[config.mk]
export PLATFORM = sky130hd
export DESIGN_NAME = dbes_event_select
export DESIGN_NICKNAME = d
export VERILOG_FILES = /design/src/hw/dbes_counter.v /design/src/hw/dbes_event_select.v
export VERILOG_INCLUDE_DIRS = /design/src /design/src/hw
export SDC_FILE = /design/constraint.sdc
export NUM_CORES = 1
export LEC_CHECK = 0
export BUFFER_PORTS_ARGS = -buffer_cell sky130_fd_sc_hd__buf_2
export CAP_MARGIN = 20
export CORE_ASPECT_RATIO = 0.9
export CORE_MARGIN = 2
export CORE_UTILIZATION = 51
export DETAILED_ROUTE_END_ITERATION = 8
export PLACE_DENSITY = 0.86
export SLEW_MARGIN = 20
export SYNTH_ARGS = -nofsm -noshare
export SYNTH_HDL_FRONTEND = slang
export SYNTH_SLANG_ARGS = --single-unit
[constraint.sdc]
create_clock -name i_clk -period 3.2 [get_ports i_clk]
set_input_delay 0.96 -clock i_clk [delete_from_list [all_inputs] [get_ports i_clk]]
set_output_delay 0.96 -clock i_clk [all_outputs]
set_load 0.01 [all_outputs]
[src/hw/dbes_regs.vh]
// event codes, unit masks and field layout for the event selector
`ifndef DBES_REGS_VH
`define DBES_REGS_VH
`define DBES_EVT_DIV 8'h13
`define DBES_EVT_DIV_BUSY 8'h14
`define DBES_EVT_DIV_IDLE 8'h18
`define DBES_EVT_BYPASS 8'h19
`define DBES_EVT_L2_ADDR 8'h21
`define DBES_EVT_L2_RDATA 8'h23
`define DBES_UM_ZERO 8'h00
`define DBES_UM_FLOAT 8'h00
`define DBES_UM_VECTOR 8'h01
`define DBES_UM_LOAD 8'h02
`define DBES_UM_CORE_HI 7
`define DBES_UM_CORE_LO 6
`define DBES_UM_CORE_BOTH 2'h3
`define DBES_CNT_W 40
`endif

[src/hw/dbes_counter.v]
// one general counter with a selected increment
`timescale 1ns/100ps
module dbes_counter #(
   parameter CNT_W = 40
) (
   // clock and reset
   input wire i_clk,
   input wire i_srst,
   // control
   input wire i_clear,
   input wire [1:0] i_inc,
   // count
   output reg [CNT_W-1:0] o_count
);
   always @(posedge i_clk) begin
      if (i_srst || i_clear) begin
         o_count <= {CNT_W{1'b0}};
      end else begin
         o_count <= o_count + {{(CNT_W-2){1'b0}}, i_inc};
      end
   end
endmodule // dbes_counter

[src/hw/dbes_event_select.v]
// event selection for general counters zero and one
`timescale 1ns/100ps
`include "dbes_regs.vh"
// Behaviour
// - code 13h mask 00h counts every divide, square root too, counter one.
// - code 14h counts divider busy cycles, counter zero only.
// - code 18h counts divider busy with no op issued after its start, counter zero.
// - idle test looks only at ops after divide start; loads hit.
// - code 19h mask 00h counts float bypass penalties, counter one.
// - code 19h mask 01h counts vector bypass penalties, counter one.
// - code 19h mask 02h counts load bypass penalty cycles, counter one.
// - code 21h counts address bus cycles, this core or both cores.
// - code 23h counts read data bus cycles, this core or both.
module dbes_event_select #(
   parameter CNT_W = `DBES_CNT_W
) (
   // clock and reset
   input wire i_clk,
   input wire i_srst,
   // counter zero selection
   input wire i_en0,
   input wire [7:0] i_evt0,
   input wire [7:0] i_um0,
   input wire i_clear0,
   // counter one selection
   input wire i_en1,
   input wire [7:0] i_evt1,
   input wire [7:0] i_um1,
   input wire i_clear1,
   // execution unit events
   input wire i_div_done,
   input wire i_div_start,
   input wire i_div_busy,
   input wire i_other_unit_busy,
   input wire i_other_after_start,
   input wire i_load_active,
   input wire i_float_bypass_penalty,
   input wire i_vector_bypass_penalty,
   input wire i_load_bypass_penalty,
   // second level cache events
   input wire i_addr_bus_this,
   input wire i_addr_bus_other,
   input wire i_rdata_bus_this,
   input wire i_rdata_bus_other,
   // counts
   output wire [CNT_W-1:0] o_general_counter_zero,
   output wire [CNT_W-1:0] o_general_counter_one
);
   // ----------------------------------------
   // shared helpers
   // ----------------------------------------
   function [1:0] one_inc;
      input ev;
      begin
         one_inc = {1'b0, ev};
      end
   endfunction

   function [1:0] core_sum;
      input [7:0] um;
      input this_c;
      input other_c;
      begin
         if (um[`DBES_UM_CORE_HI:`DBES_UM_CORE_LO] == `DBES_UM_CORE_BOTH)
            core_sum = one_inc(this_c) + one_inc(other_c);
         else
            core_sum = one_inc(this_c);
      end
   endfunction

   function mask_is;
      input [7:0] um;
      input [7:0] want;
      begin
         mask_is = (um == want);
      end
   endfunction

   // ----------------------------------------
   // divider idle tracking
   // ----------------------------------------
   reg div_window_r;
   reg div_window_nxt;

   always @* begin
      div_window_nxt = div_window_r;
      if (i_div_start) begin
         div_window_nxt = 1'b1;
      end else if (!i_div_busy) begin
         div_window_nxt = 1'b0;
      end
   end

   always @(posedge i_clk) begin
      if (i_srst) begin
         div_window_r <= 1'b0;
      end else begin
         div_window_r <= div_window_nxt;
      end
   end

   // older ops dispatched before the start are ignored; loads assumed hit
   wire late_load = i_load_active && i_other_after_start;
   wire late_work = i_other_after_start || late_load;
   wire div_idle = i_div_busy && div_window_r && !late_work;

   // ----------------------------------------
   // counter zero selection
   // ----------------------------------------
   reg [1:0] inc0_r;
   reg [1:0] inc0_nxt;

   always @* begin
      inc0_nxt = 2'h0;
      if (i_en0) begin
         case (i_evt0)
            `DBES_EVT_DIV_BUSY: begin
               if (mask_is(i_um0, `DBES_UM_ZERO))
                  inc0_nxt = one_inc(i_div_busy);
               else
                  inc0_nxt = 2'h0;
            end
            `DBES_EVT_DIV_IDLE: begin
               if (mask_is(i_um0, `DBES_UM_ZERO))
                  inc0_nxt = one_inc(div_idle);
               else
                  inc0_nxt = 2'h0;
            end
            `DBES_EVT_L2_ADDR: begin
               inc0_nxt = core_sum(i_um0, i_addr_bus_this,
                  i_addr_bus_other);
            end
            `DBES_EVT_L2_RDATA: begin
               inc0_nxt = core_sum(i_um0, i_rdata_bus_this,
                  i_rdata_bus_other);
            end
            default: begin
               // divide and bypass events never reach counter zero
               inc0_nxt = 2'h0;
            end
         endcase
      end
   end

   always @(posedge i_clk) begin
      if (i_srst) begin
         inc0_r <= 2'h0;
      end else begin
         inc0_r <= inc0_nxt;
      end
   end

   // ----------------------------------------
   // counter one selection
   // ----------------------------------------
   reg [1:0] inc1_r;
   reg [1:0] inc1_nxt;

   always @* begin
      inc1_nxt = 2'h0;
      if (i_en1) begin
         case (i_evt1)
            `DBES_EVT_DIV: begin
               if (mask_is(i_um1, `DBES_UM_ZERO))
                  inc1_nxt = one_inc(i_div_done);
               else
                  inc1_nxt = 2'h0;
            end
            `DBES_EVT_BYPASS: begin
               if (mask_is(i_um1, `DBES_UM_FLOAT))
                  inc1_nxt = one_inc(i_float_bypass_penalty);
               else if (mask_is(i_um1, `DBES_UM_VECTOR))
                  inc1_nxt = one_inc(i_vector_bypass_penalty);
               else if (mask_is(i_um1, `DBES_UM_LOAD))
                  inc1_nxt = one_inc(i_load_bypass_penalty);
               else
                  inc1_nxt = 2'h0;
            end
            `DBES_EVT_L2_ADDR: begin
               inc1_nxt = core_sum(i_um1, i_addr_bus_this,
                  i_addr_bus_other);
            end
            `DBES_EVT_L2_RDATA: begin
               inc1_nxt = core_sum(i_um1, i_rdata_bus_this,
                  i_rdata_bus_other);
            end
            default: begin
               // busy and idle cycles never reach counter one
               inc1_nxt = 2'h0;
            end
         endcase
      end
   end

   always @(posedge i_clk) begin
      if (i_srst) begin
         inc1_r <= 2'h0;
      end else begin
         inc1_r <= inc1_nxt;
      end
   end

   // ----------------------------------------
   // counter zero storage
   // ----------------------------------------
   dbes_counter #(.CNT_W(CNT_W)) u_cnt0 (
      .i_clk(i_clk),
      .i_srst(i_srst),
      .i_clear(i_clear0),
      .i_inc(inc0_r),
      .o_count(o_general_counter_zero)
   );

   // ----------------------------------------
   // counter one storage
   // ----------------------------------------
   dbes_counter #(.CNT_W(CNT_W)) u_cnt1 (
      .i_clk(i_clk),
      .i_srst(i_srst),
      .i_clear(i_clear1),
      .i_inc(inc1_r),
      .o_count(o_general_counter_one)
   );
endmodule // dbes_event_select

==> results.sh, run 1 <==
export IMPL_synth_xor_area_share_pct=12.03
export IMPL_hold_viol=0
export IMPL_design_power_total_uw=2006
export IMPL_status="completed"
export IMPL_clk_latency_ps=350
export IMPL_max_slew_margin_pct=53.06
export IMPL_clock_path_buffers=2
export IMPL_fin_tns_setup_ps=0
export IMPL_final_util_pct=66.08
export IMPL_syn_nets=548
export IMPL_globalRouteTotalUtil_pct=22.70
export IMPL_synth_ff_type="dfxtp_1"
export IMPL_drt_pass1_iterations=5
export IMPL_antenna_found_initial=0
export IMPL_startpoint_type="flop"
export IMPL_synthAdderAreaFrac_pct=2.823
export IMPL_grt_overflow=0
export IMPL_ys_seq_area_share_pct=41.73
export IMPL_ys_types=40
export IMPL_critPathKind="reg -> reg"
export IMPL_die_w_microns=98.26
export IMPL_syn_area_per_cell_sq_um=8.339
export IMPL_hold_worst_slack_ps=484.9
export IMPL_cts_tree="done"
export IMPL_syn2layout_area_growth_pct=24.09
export IMPL_fp_row_count=30
export IMPL_final_nets=679
export IMPL_viasPerCell=5.544
export IMPL_peakVddDrop_v=0.0002410
export IMPL_drc=0
export IMPL_clock_skew_ps=12.44
export IMPL_p_per_area_nw_per_um2=396.5
export IMPL_path_cells="ha_1 > inv_1 > fa_1 > nand4b_1 > nor4_1 > nand2_1 > or4_1 > a21oi_1"
export IMPL_drt_initial_drc_count=206
export IMPL_coreArea_sq_um=7657
export IMPL_avgRoutedWirePerCell_microns=13.89
export IMPL_min_period_ps=2696
export IMPL_drt_antenna_violating_nets=0
export IMPL_path_max_fanout=5
export IMPL_grt_pass1_vias=3627
export IMPL_io_pins=131
export IMPL_clock_sinks=85
export IMPL_place_gp_congestion=0.8492
export IMPL_regArea_sq_um=1702
export IMPL_synth_edf_count=0
export IMPL_grt_pass1_wl_mm=16.20
export IMPL_cpPeakStageDelay_ps=500
export IMPL_cts_hold_buf=0
export IMPL_nFillCells=661
export IMPL_port_buffers=128
export IMPL_async_flop_share_pct=0
export IMPL_fin_crit_sh_pct=84.25
export IMPL_cts_setup_buffers=0
export IMPL_slew_viol_final=0
export IMPL_setup_violations_final=0
export IMPL_end_kind="flop"
export IMPL_fmax_ghz=0.3709
export IMPL_rsz0062_at_grt="false"
export IMPL_synth_simple_area_share_pct=32.31
export IMPL_ctsRootBufferMaster="clkbuf_8"
export IMPL_layout_drive_gt1_share_pct=25.12
export IMPL_ys_warn_count=0
export IMPL_final_cell_area_sq_um=5060
export IMPL_slowest_stage="or4_1"
export IMPL_synth_compound_area_share_pct=6.505
export IMPL_crit_arrival_ps=2970
export IMPL_fp_dieH_microns=88.83
export IMPL_tightest_slew_ps=704.0
export IMPL_postCtsResizedCells=0
export IMPL_routed_wl_mm=10.02
export IMPL_dieArea_sq_um=8728
export IMPL_synthMuxAreaShare_pct=1.596
export IMPL_maxCapViolations=0
export IMPL_synth_top_family_by_area="simple AND/OR/NAND/NOR gates"
export IMPL_grt_start_max_net_pins=40
export IMPL_multiInputGateArea_sq_um=2253
export IMPL_hpwl_mm=7.502
export IMPL_synth_seq_cells=85
export IMPL_netlist_instances=489
export IMPL_h_tree_depth=3
export IMPL_placed_cell_area_sq_um=4828
export IMPL_numCtsBuffers=9
export IMPL_vias=3997
export IMPL_antenna_cells=0
export IMPL_netlist_area_sq_um=4078
export IMPL_required_ps=3470
export IMPL_p_leak_uw=0.001964
export IMPL_clk_pin_slew_ps=90
export IMPL_initial_utilization_pct=53.25
export IMPL_worstHoldPathType="reg -> reg"
worst max-delay path, delay by kind of cell (launching register included):
family / cells / cell delay, ps
flip-flops: 1 / 350
adder cells (fa/ha/maj): 2 / 600
AND/OR/NAND/NOR: 4 / 1480
AO/OA/AOI/OAI: 1 / 140
buffers and inverters: 1 / 50
through the flow:
| step | std cells | setup slack [ps] |
|---|---|---|
| floorplan | 489 | 418.4 |
| global placement | 705 | 647.2 |
| detailed placement | 705 | 579.4 |
| CTS | 721 | 547.8 |
| global route | 721 | 428.9 |
| finish | 721 | 504.0 |
sequential cells by signal (all words and copies together) (netlist names):
name and count:
u_cnt0.o_count 40, u_cnt1.o_count 40, inc0_r 2, inc1_r 2, div_window_r 1
power breakdown:
| part | total (uW) | leakage (uW) | internal [uW] | switching [uW] |
|---|---|---|---|---|
| Combinational | 76.3 | 0.00117 | 35.8 | 40.5 |
| Sequential | 1060 | 0.000684 | 1060 | 0.522 |
| Clock | 872 | 0.000113 | 468 | 404 |
logic make-up (layout without fill, tap and decap cells):
kind of cell | count (synthesis) | in the layout
buf+inv | 32 | 168
fa+ha+maj | 8 | 8
mux | 4 | 4
simple gates | 257 | 257
flops | 85 | 85
compound gates | 47 | 47
xor+xnor | 56 | 56
area by class of cell:
class | count | share of cell area [%]
tap | 96 | 2.374
inverter | 18 | 1.335
multi-input combinational | 372 | 44.54
sequential | 85 | 33.63
clock inverter | 6 | 1.855
timing repair buffer | 134 | 13.55
clock buffer | 10 | 2.720
per-layer routing:
layer  wire length [microns]  track usage (%)  vias up
met1                    4389            27.61     1866
met5                       0                0        -
met4                     184            6.974        0
li1                        -                -     1983
met2                    4873            40.91      132
met3                     566            4.897       16
placed cells by master (no fill, tap or decap), drive strengths merged, types with 2 or more instances in the layout:
| cell type | instances |
|---|---|
| xnor2 | 26 |
| nand2b | 4 |
| or3 | 12 |
| mux2i | 2 |
| fa | 2 |
| o21a | 4 |
| bufinv | 2 |
| o21ai | 16 |
| or2 | 2 |
| and4 | 5 |
| and2 | 8 |
| clkbuf | 10 |
| or4 | 7 |
| nor4 | 14 |
| o31ai | 2 |
| xor2 | 30 |
| inv | 20 |
| and3 | 5 |
| dfxtp | 85 |
| nand3 | 29 |
| buf | 134 |
| mux4 | 2 |
| nor2 | 77 |
| ha | 6 |
| or4b | 2 |
| nand2 | 30 |
| nand4 | 32 |
| nor2b | 4 |
| a21oi | 20 |
| nor3 | 21 |
Yosys cell counts (2+ instances only):
cell type	number	area (sq um)
a21oi_1	20	100.1
o31ai_1	2	15.01
nor2b_1	4	25.02
o21ai_0	16	80.08
fa_1	2	40.04
inv_1	18	67.56
and3_1	5	31.28
nand2b_1	4	25.02
or2_2	2	12.51
buf_2	2	10.01
nor2_1	77	289.0
nand4_1	32	200.2
nand2_1	30	112.6
buf_1	2	7.510
xnor2_1	26	227.7
nor4_1	14	87.58
o21a_1	4	30.03
xor2_1	30	262.8
mux4_2	2	45.04
or4_1	7	52.55
or4b_2	2	20.02
ha_1	6	75.07
nor3_1	21	105.1
or3_1	12	75.07
and2_1	8	50.05
mux2i_1	2	20.02
nand3_1	29	145.1
and4_1	5	43.79
clkbuf_1	10	37.54
dfxtp_1	85	1702
path summary, 6_finish.rpt:
path                                          from                 end  slack (ps)  cells after the start
worst max-delay path             u_cnt0.o_count[0]  u_cnt0.o_count[32]         500                      8
worst min register to register  u_cnt1.o_count[39]  u_cnt1.o_count[39]         480                      2
worst min-delay path            u_cnt1.o_count[39]  u_cnt1.o_count[39]         480                      2
worst max register to register   u_cnt0.o_count[0]  u_cnt0.o_count[32]         500                      8
Note: power is estimated with default switching activity, not from simulation.
==> inputs of run 2 (changes only) <==
- ABC_AREA: unset -> 1
- CORE_UTILIZATION: 51 -> 48
- PLACE_DENSITY: 0.86 -> 0.83
- clock period: 3.2 -> 2.2 ns (I/O delays scaled with it)
==> run 2 against run 1 <==
- sequential share of layout area decreased by 5.7 points
- critical path type unchanged
- first-iteration DRC count increased by 81%
- non-clock buffer count unchanged
- design area rose by 20%
- die area rose by 27%
- global-route usage up 1.3 points
- largest power group is now the clock network
==> results.sh, run 2 <==
export IMPL_status="completed"
export IMPL_cts_tree="done"
export IMPL_drt_pass1_iterations=5
export IMPL_antenna_cells=0
export IMPL_clock_path_buffers=2
export IMPL_clock_sinks=85
export IMPL_slew_viol_final=0
export IMPL_crit_arrival_ps=2210
export IMPL_clock_skew_ps=7.926
export IMPL_fp_dieH_microns=100.2
export IMPL_fin_crit_sh_pct=88.34
export IMPL_antenna_found_initial=0
export IMPL_initial_utilization_pct=48.79
export IMPL_layout_drive_gt1_share_pct=19.78
export IMPL_worstHoldPathType="reg -> reg"
export IMPL_die_w_microns=110.9
export IMPL_drc=0
export IMPL_async_flop_share_pct=0
export IMPL_ys_types=34
export IMPL_end_kind="flop"
export IMPL_hpwl_mm=10.27
export IMPL_design_power_total_uw=3432
export IMPL_io_pins=131
export IMPL_ctsRootBufferMaster="clkbuf_16"
export IMPL_p_int_uw=2735
export IMPL_drt_antenna_violating_nets=0
export IMPL_synth_edf_count=0
export IMPL_setup_violations_final=0
export IMPL_cts_setup_buffers=0
export IMPL_grt_pass1_wl_mm=22.08
export IMPL_hold_viol=0
export IMPL_power_frac_seq_pct=44.9
export IMPL_clk_pin_slew_ps=60
export IMPL_synth_top_area_share_pct=34.47
export IMPL_fmax_ghz=0.5146
export IMPL_startpoint_type="flop"
export IMPL_cts_hold_buf=0
export IMPL_final_common_cell="nand2_1"
export IMPL_final_nets=979
export IMPL_grt_start_max_net_pins=33
export IMPL_postCtsResizedCells=0
export IMPL_rsz0062_at_grt="false"
export IMPL_yosys_top_cells_count="nand2_1, nor2_1, dfxtp_1"
export IMPL_min_period_ps=1943
export IMPL_synth_seq_cells=85
export IMPL_viasPerCell=5.088
export IMPL_ys_warn_count=0
export IMPL_required_ps=2470
export IMPL_final_cell_mix="nand2_1, nor2_1, buf_2"
export IMPL_synth_ff_type="dfxtp_1"
export IMPL_numCtsBuffers=9
export IMPL_syn_nets=841
export IMPL_yosysMostFrequentCell="nand2_1"
export IMPL_grt_pass1_vias=4795
export IMPL_routed_wl_mm=13.19
export IMPL_p_leak_uw=0.002348
export IMPL_h_tree_depth=3
export IMPL_clk_latency_ps=340
export IMPL_fp_row_count=35
export IMPL_nFillCells=957
export IMPL_netlist_instances=782
export IMPL_power_frac_clock_pct=51.5
export IMPL_tightest_slew_ps=346.9
export IMPL_critPathKind="reg -> reg"
export IMPL_dieArea_sq_um=11110
export IMPL_place_gp_congestion=0.9448
export IMPL_synthTopCellsByArea="dfxtp_1, nand2_1, nor2_1"
export IMPL_coreArea_sq_um=10120
export IMPL_drt_initial_drc_count=373
export IMPL_syn2layout_area_growth_pct=23.52
export IMPL_netlist_area_sq_um=4936
export IMPL_maxCapViolations=0
export IMPL_syn_area_per_cell_sq_um=6.312
export IMPL_ys_seq_area_share_pct=34.47
export IMPL_grt_overflow=0
export IMPL_avgRoutedWirePerCell_microns=12.51
export IMPL_path_max_fanout=6
export IMPL_p_comb_share_pct=3.7
export IMPL_peakVddDrop_v=0.0005106
export IMPL_p_switching_uw=696.3
export IMPL_r2r_slack_ps=260
export IMPL_synth_largest_area_cell="dfxtp_1"
export IMPL_max_slew_margin_pct=76.27
export IMPL_vias=5363
export IMPL_p_per_area_nw_per_um2=562.8
export IMPL_fin_tns_setup_ps=0
export IMPL_swShare_pct=20.29
export IMPL_largestRegisters="u_cnt0.o_count x40, u_cnt1.o_count x40"
export IMPL_port_buffers=128
export IMPL_globalRouteTotalUtil_pct=24.01
-- run 2: path summary, 6_finish.rpt --
kind / startpoint / end / cells past startpoint
hold / removal: u_cnt1.o_count[39] / u_cnt1.o_count[39] / 2
setup reg to reg: u_cnt1.o_count[0] / u_cnt1.o_count[28] / 9
setup / recovery: u_cnt1.o_count[0] / u_cnt1.o_count[28] / 9
hold reg to reg: u_cnt1.o_count[39] / u_cnt1.o_count[39] / 2
-- run 2: logic make-up after synthesis --
logic type                 share of synthesized area, %
DFF                                               34.47
and+or+nand+nor                                   45.02
AOI/OAI and AO/OA                                 8.112
xor gates and xnor gates                          3.194
adders and majority gates                         2.332
buffers and inverters                             6.869
-- run 2: layout make-up --
class	count	area [sq um]	area share, %
Multi-Input combinational cell	607	2895	47.49
Sequential cell	85	1702	27.91
Inverter	83	311.5	5.110
Timing Repair Buffer	134	685.7	11.25
Tap cell	129	161.4	2.647
Clock buffer	12	246.5	4.043
Clock inverter	4	95.09	1.560
-- run 2: per-layer routing --
metal | part of all wire (%) | routed length (microns) | vias up | GRT usage [%]
met5 | 0 | 0 | - | 0
met4 | 1.9 | 252 | 0 | 7.981
met3 | 8.0 | 1049 | 26 | 5.374
met2 | 44 | 5774 | 233 | 37.90
met1 | 46 | 6113 | 2350 | 32.81
li1 | - | - | 2754 | -
-- run 2: worst max-delay path, cell delays in order, from the launching register on --
cell     delay [ps]
dfxtp_1         330
ha_1            170
inv_1            60
fa_1            470
nor2_4          240
inv_2            80
nor2_4          120
nand2_1          70
or2_0           210
a21oi_1         130
-- run 2: power by group through the flow --
stage / Clock [uW] / Sequential (uW) / Combinational [uW]
final: 1770 / 1540 / 126
after global routing: 1850 / 1540 / 143
after CTS: 1790 / 1540 / 126
after detailed placement: 0 / 1570 / 126
after global placement: 0 / 1570 / 123
after floorplan: 0 / 1570 / 57.9
-- run 2: through the flow --
step	hold slack [ps]	cells	utilization [%]	instance area, sq um	setup WS [ps]
after floorplan	452.3	782	-	4936	353.3
after global placement	465.5	1038	56.90	5756	354.0
after detailed placement	478.5	1038	56.90	5756	281.2
after CTS	489.1	1054	60.27	6097	255.8
after global routing	507.7	1054	60.27	6097	89.50
final	483.0	1054	60.27	6097	256.6
==> inputs of run 3 (changes only) <==
- CAP_MARGIN: 20 -> unset
- CORE_UTILIZATION: 48 -> 49
- PLACE_DENSITY: 0.83 -> 0.84
- SKIP_LAST_GASP: unset -> 1
- SYNTH_HIERARCHICAL: unset -> 1
==> run 3 against run 2 <==
- maximum frequency down 4.6%
- worst setup slack worse by 93 ps
- sequential power is essentially flat
- design area is 1.9% higher
- utilization up 0.64 points
- critical path type unchanged
- synthesized cell count increased by 4.2%
- die area rose by 1.7%
- register-to-register slack got worse by 90 ps
==> results.sh, run 3 <==
export IMPL_status="completed"
export IMPL_antenna_found_initial=0
export IMPL_clock_skew_ps=12.90
export IMPL_synthTopCellsByArea="dfxtp_1, nand2_1, nor2_1"
export IMPL_syn_area_per_cell_sq_um=6.294
export IMPL_design_power_total_uw=3185
export IMPL_cts_tree="done"
export IMPL_hpwl_mm=10.45
export IMPL_synth_largest_area_cell="dfxtp_1"
export IMPL_fin_crit_sh_pct=92.56
export IMPL_syn2layout_area_growth_pct=21.15
export IMPL_antenna_cells=0
export IMPL_fp_dieH_microns=101.1
export IMPL_cts_hold_buf=0
export IMPL_placed_cell_area_sq_um=5916
export IMPL_drc=0
export IMPL_clock_path_buffers=2
export IMPL_drt_pass1_iterations=5
export IMPL_synth_edf_count=0
export IMPL_final_common_cell="nand2_1"
export IMPL_worstHoldPathType="reg -> reg"
export IMPL_critPathKind="reg -> reg"
export IMPL_vias=5638
export IMPL_place_gp_congestion=0.9414
export IMPL_netlist_area_sq_um=5130
export IMPL_max_slew_margin_pct=49.37
export IMPL_clock_sinks=85
export IMPL_numCtsBuffers=9
export IMPL_async_flop_share_pct=0
export IMPL_io_pins=131
export IMPL_setup_violations_final=0
export IMPL_hold_worst_slack_ps=498.4
export IMPL_slew_viol_final=0
export IMPL_initial_utilization_pct=50.28
export IMPL_ys_seq_area_share_pct=33.17
export IMPL_final_cell_area_sq_um=6215
export IMPL_ys_warn_count=6
export IMPL_p_leak_uw=0.002376
export IMPL_p_per_area_nw_per_um2=512.5
export IMPL_hold_viol=0
export IMPL_clk_latency_ps=330
export IMPL_crit_top_cell="nand2_1"
export IMPL_crit_arrival_ps=2290
export IMPL_grt_pass1_wl_mm=21.83
export IMPL_routed_wl_mm=13.34
export IMPL_cpPeakStageDelay_ps=430
export IMPL_final_util_pct=60.91
export IMPL_peakVddDrop_v=0.0003992
export IMPL_stdcell_count=1083
export IMPL_synth_ff_type="dfxtp_1"
export IMPL_viasPerCell=5.206
export IMPL_h_tree_depth=3
export IMPL_path_max_fanout=4
export IMPL_final_cell_mix="nand2_1, nor2_1, buf_2"
export IMPL_coreArea_sq_um=10200
export IMPL_yosysMostFrequentCell="nand2_1"
export IMPL_end_kind="flop"
export IMPL_drt_initial_drc_count=400
export IMPL_synth_seq_cells=85
export IMPL_layout_drive_gt1_share_pct=21.59
export IMPL_die_w_microns=111.9
export IMPL_final_nets=1009
export IMPL_clk_pin_slew_ps=60
export IMPL_grt_overflow=0
export IMPL_port_buffers=128
export IMPL_dieArea_sq_um=11310
export IMPL_yosys_top_cells_count="nand2_1, nor2_1, dfxtp_1"
export IMPL_ctsRootBufferMaster="clkbuf_16"
export IMPL_tightest_slew_ps=758.7
export IMPL_avgRoutedWirePerCell_microns=12.32
export IMPL_largestRegisters="u_cnt0/o_count x40, u_cnt1/o_count x40"
export IMPL_nFillCells=969
export IMPL_netlist_instances=815
export IMPL_min_period_ps=2036
export IMPL_fmax_ghz=0.4911
export IMPL_synth_top_area_share_pct=33.17
export IMPL_required_ps=2450
export IMPL_globalRouteTotalUtil_pct=23.54
export IMPL_maxCapViolations=0
export IMPL_syn_nets=874
export IMPL_grt_start_max_net_pins=24
export IMPL_path_cells="ha_1 > inv_1 > fa_1 > nor2_2 > nand3_2 > nor2_4 > nand3_1 > nand2_1 > nand2_1 > nor2_1"
export IMPL_slowest_stage="fa_1"
export IMPL_grt_pass1_vias=4897
export IMPL_fp_row_count=35
export IMPL_ys_types=33
export IMPL_place_inst=1068
export IMPL_startpoint_type="flop"
export IMPL_drt_antenna_violating_nets=0
-- run 3: changes by cell type after synthesis, sizes merged, moves of 4 or more --
cell	delta
xor2	-5
inv	+7
nand3b	-6
or2	-5
o21ai	+4
and2	+4
nor2	+11
nand2	+8
nor3	+4
nand3	+19
-- run 3: layout make-up --
class	count	area [sq um]	area share [%]
inverter	90	337.8	5.436
timing repair buffer	130	655.6	10.55
multi-input combinational	634	3067	49.35
clock inverter	5	62.56	1.007
sequential	85	1702	27.38
tap	129	161.4	2.597
clock buffer	10	229.0	3.684
-- run 3: report_power, final --
group	total, uW	switching, uW	internal [uW]
clock network	1490	613	878
registers	1540	0.714	1540
logic	154	91.8	62.0
-- run 3: routing by layer --
layer	wire length, microns	track usage, %
met1	5985	30.77
met2	6131	39.58
met3	1075	4.330
met4	151	7.787
met5	0	0
-- run 3: cells by family (layout without fill, tap and decap cells) --
family	after synthesis	after routing	share of synthesized area [%]
flops	85	85	33.17
xor+xnor	12	12	2.049
simple gates	542	542	47.51
buf+inv	96	235	7.195
compound gates	72	72	7.829
fa+ha+maj	8	8	2.244
-- run 3: repair_timing --
item                                    4_1_cts  5_1_grt
resized for setup                             0        2
buffers inserted                              0        0
endpoints found under the setup margin        0        2
-- run 3: worst paths after layout --
path | slack, ps | depth (start not counted) | endpoint | startpoint
setup / recovery | 160 | 10 | u_cnt1/o_count[34] | u_cnt1/o_count[0]
setup reg to reg | 160 | 10 | u_cnt1/o_count[34] | u_cnt1/o_count[0]
hold reg to reg | 500 | 2 | div_window_r | div_window_r
hold / removal | 500 | 2 | div_window_r | div_window_r
-- run 3: stage by stage --
stage | setup slack (ps) | setup TNS [ps]
final | 163.7 | 0
after global routing | -4.716 | -4.716
after CTS | 203.4 | 0
after detailed placement | 230.1 | 0
after global placement | 279.6 | 0
after floorplan | 382.5 | 0
-- run 3: critical path, delay by kind of cell, from the launching register on --
| family | cells | cell delay, ps |
|---|---|---|
| buf+inv | 1 | 70 |
| flops | 1 | 320 |
| simple gates | 7 | 970 |
| fa+ha+maj | 2 | 600 |
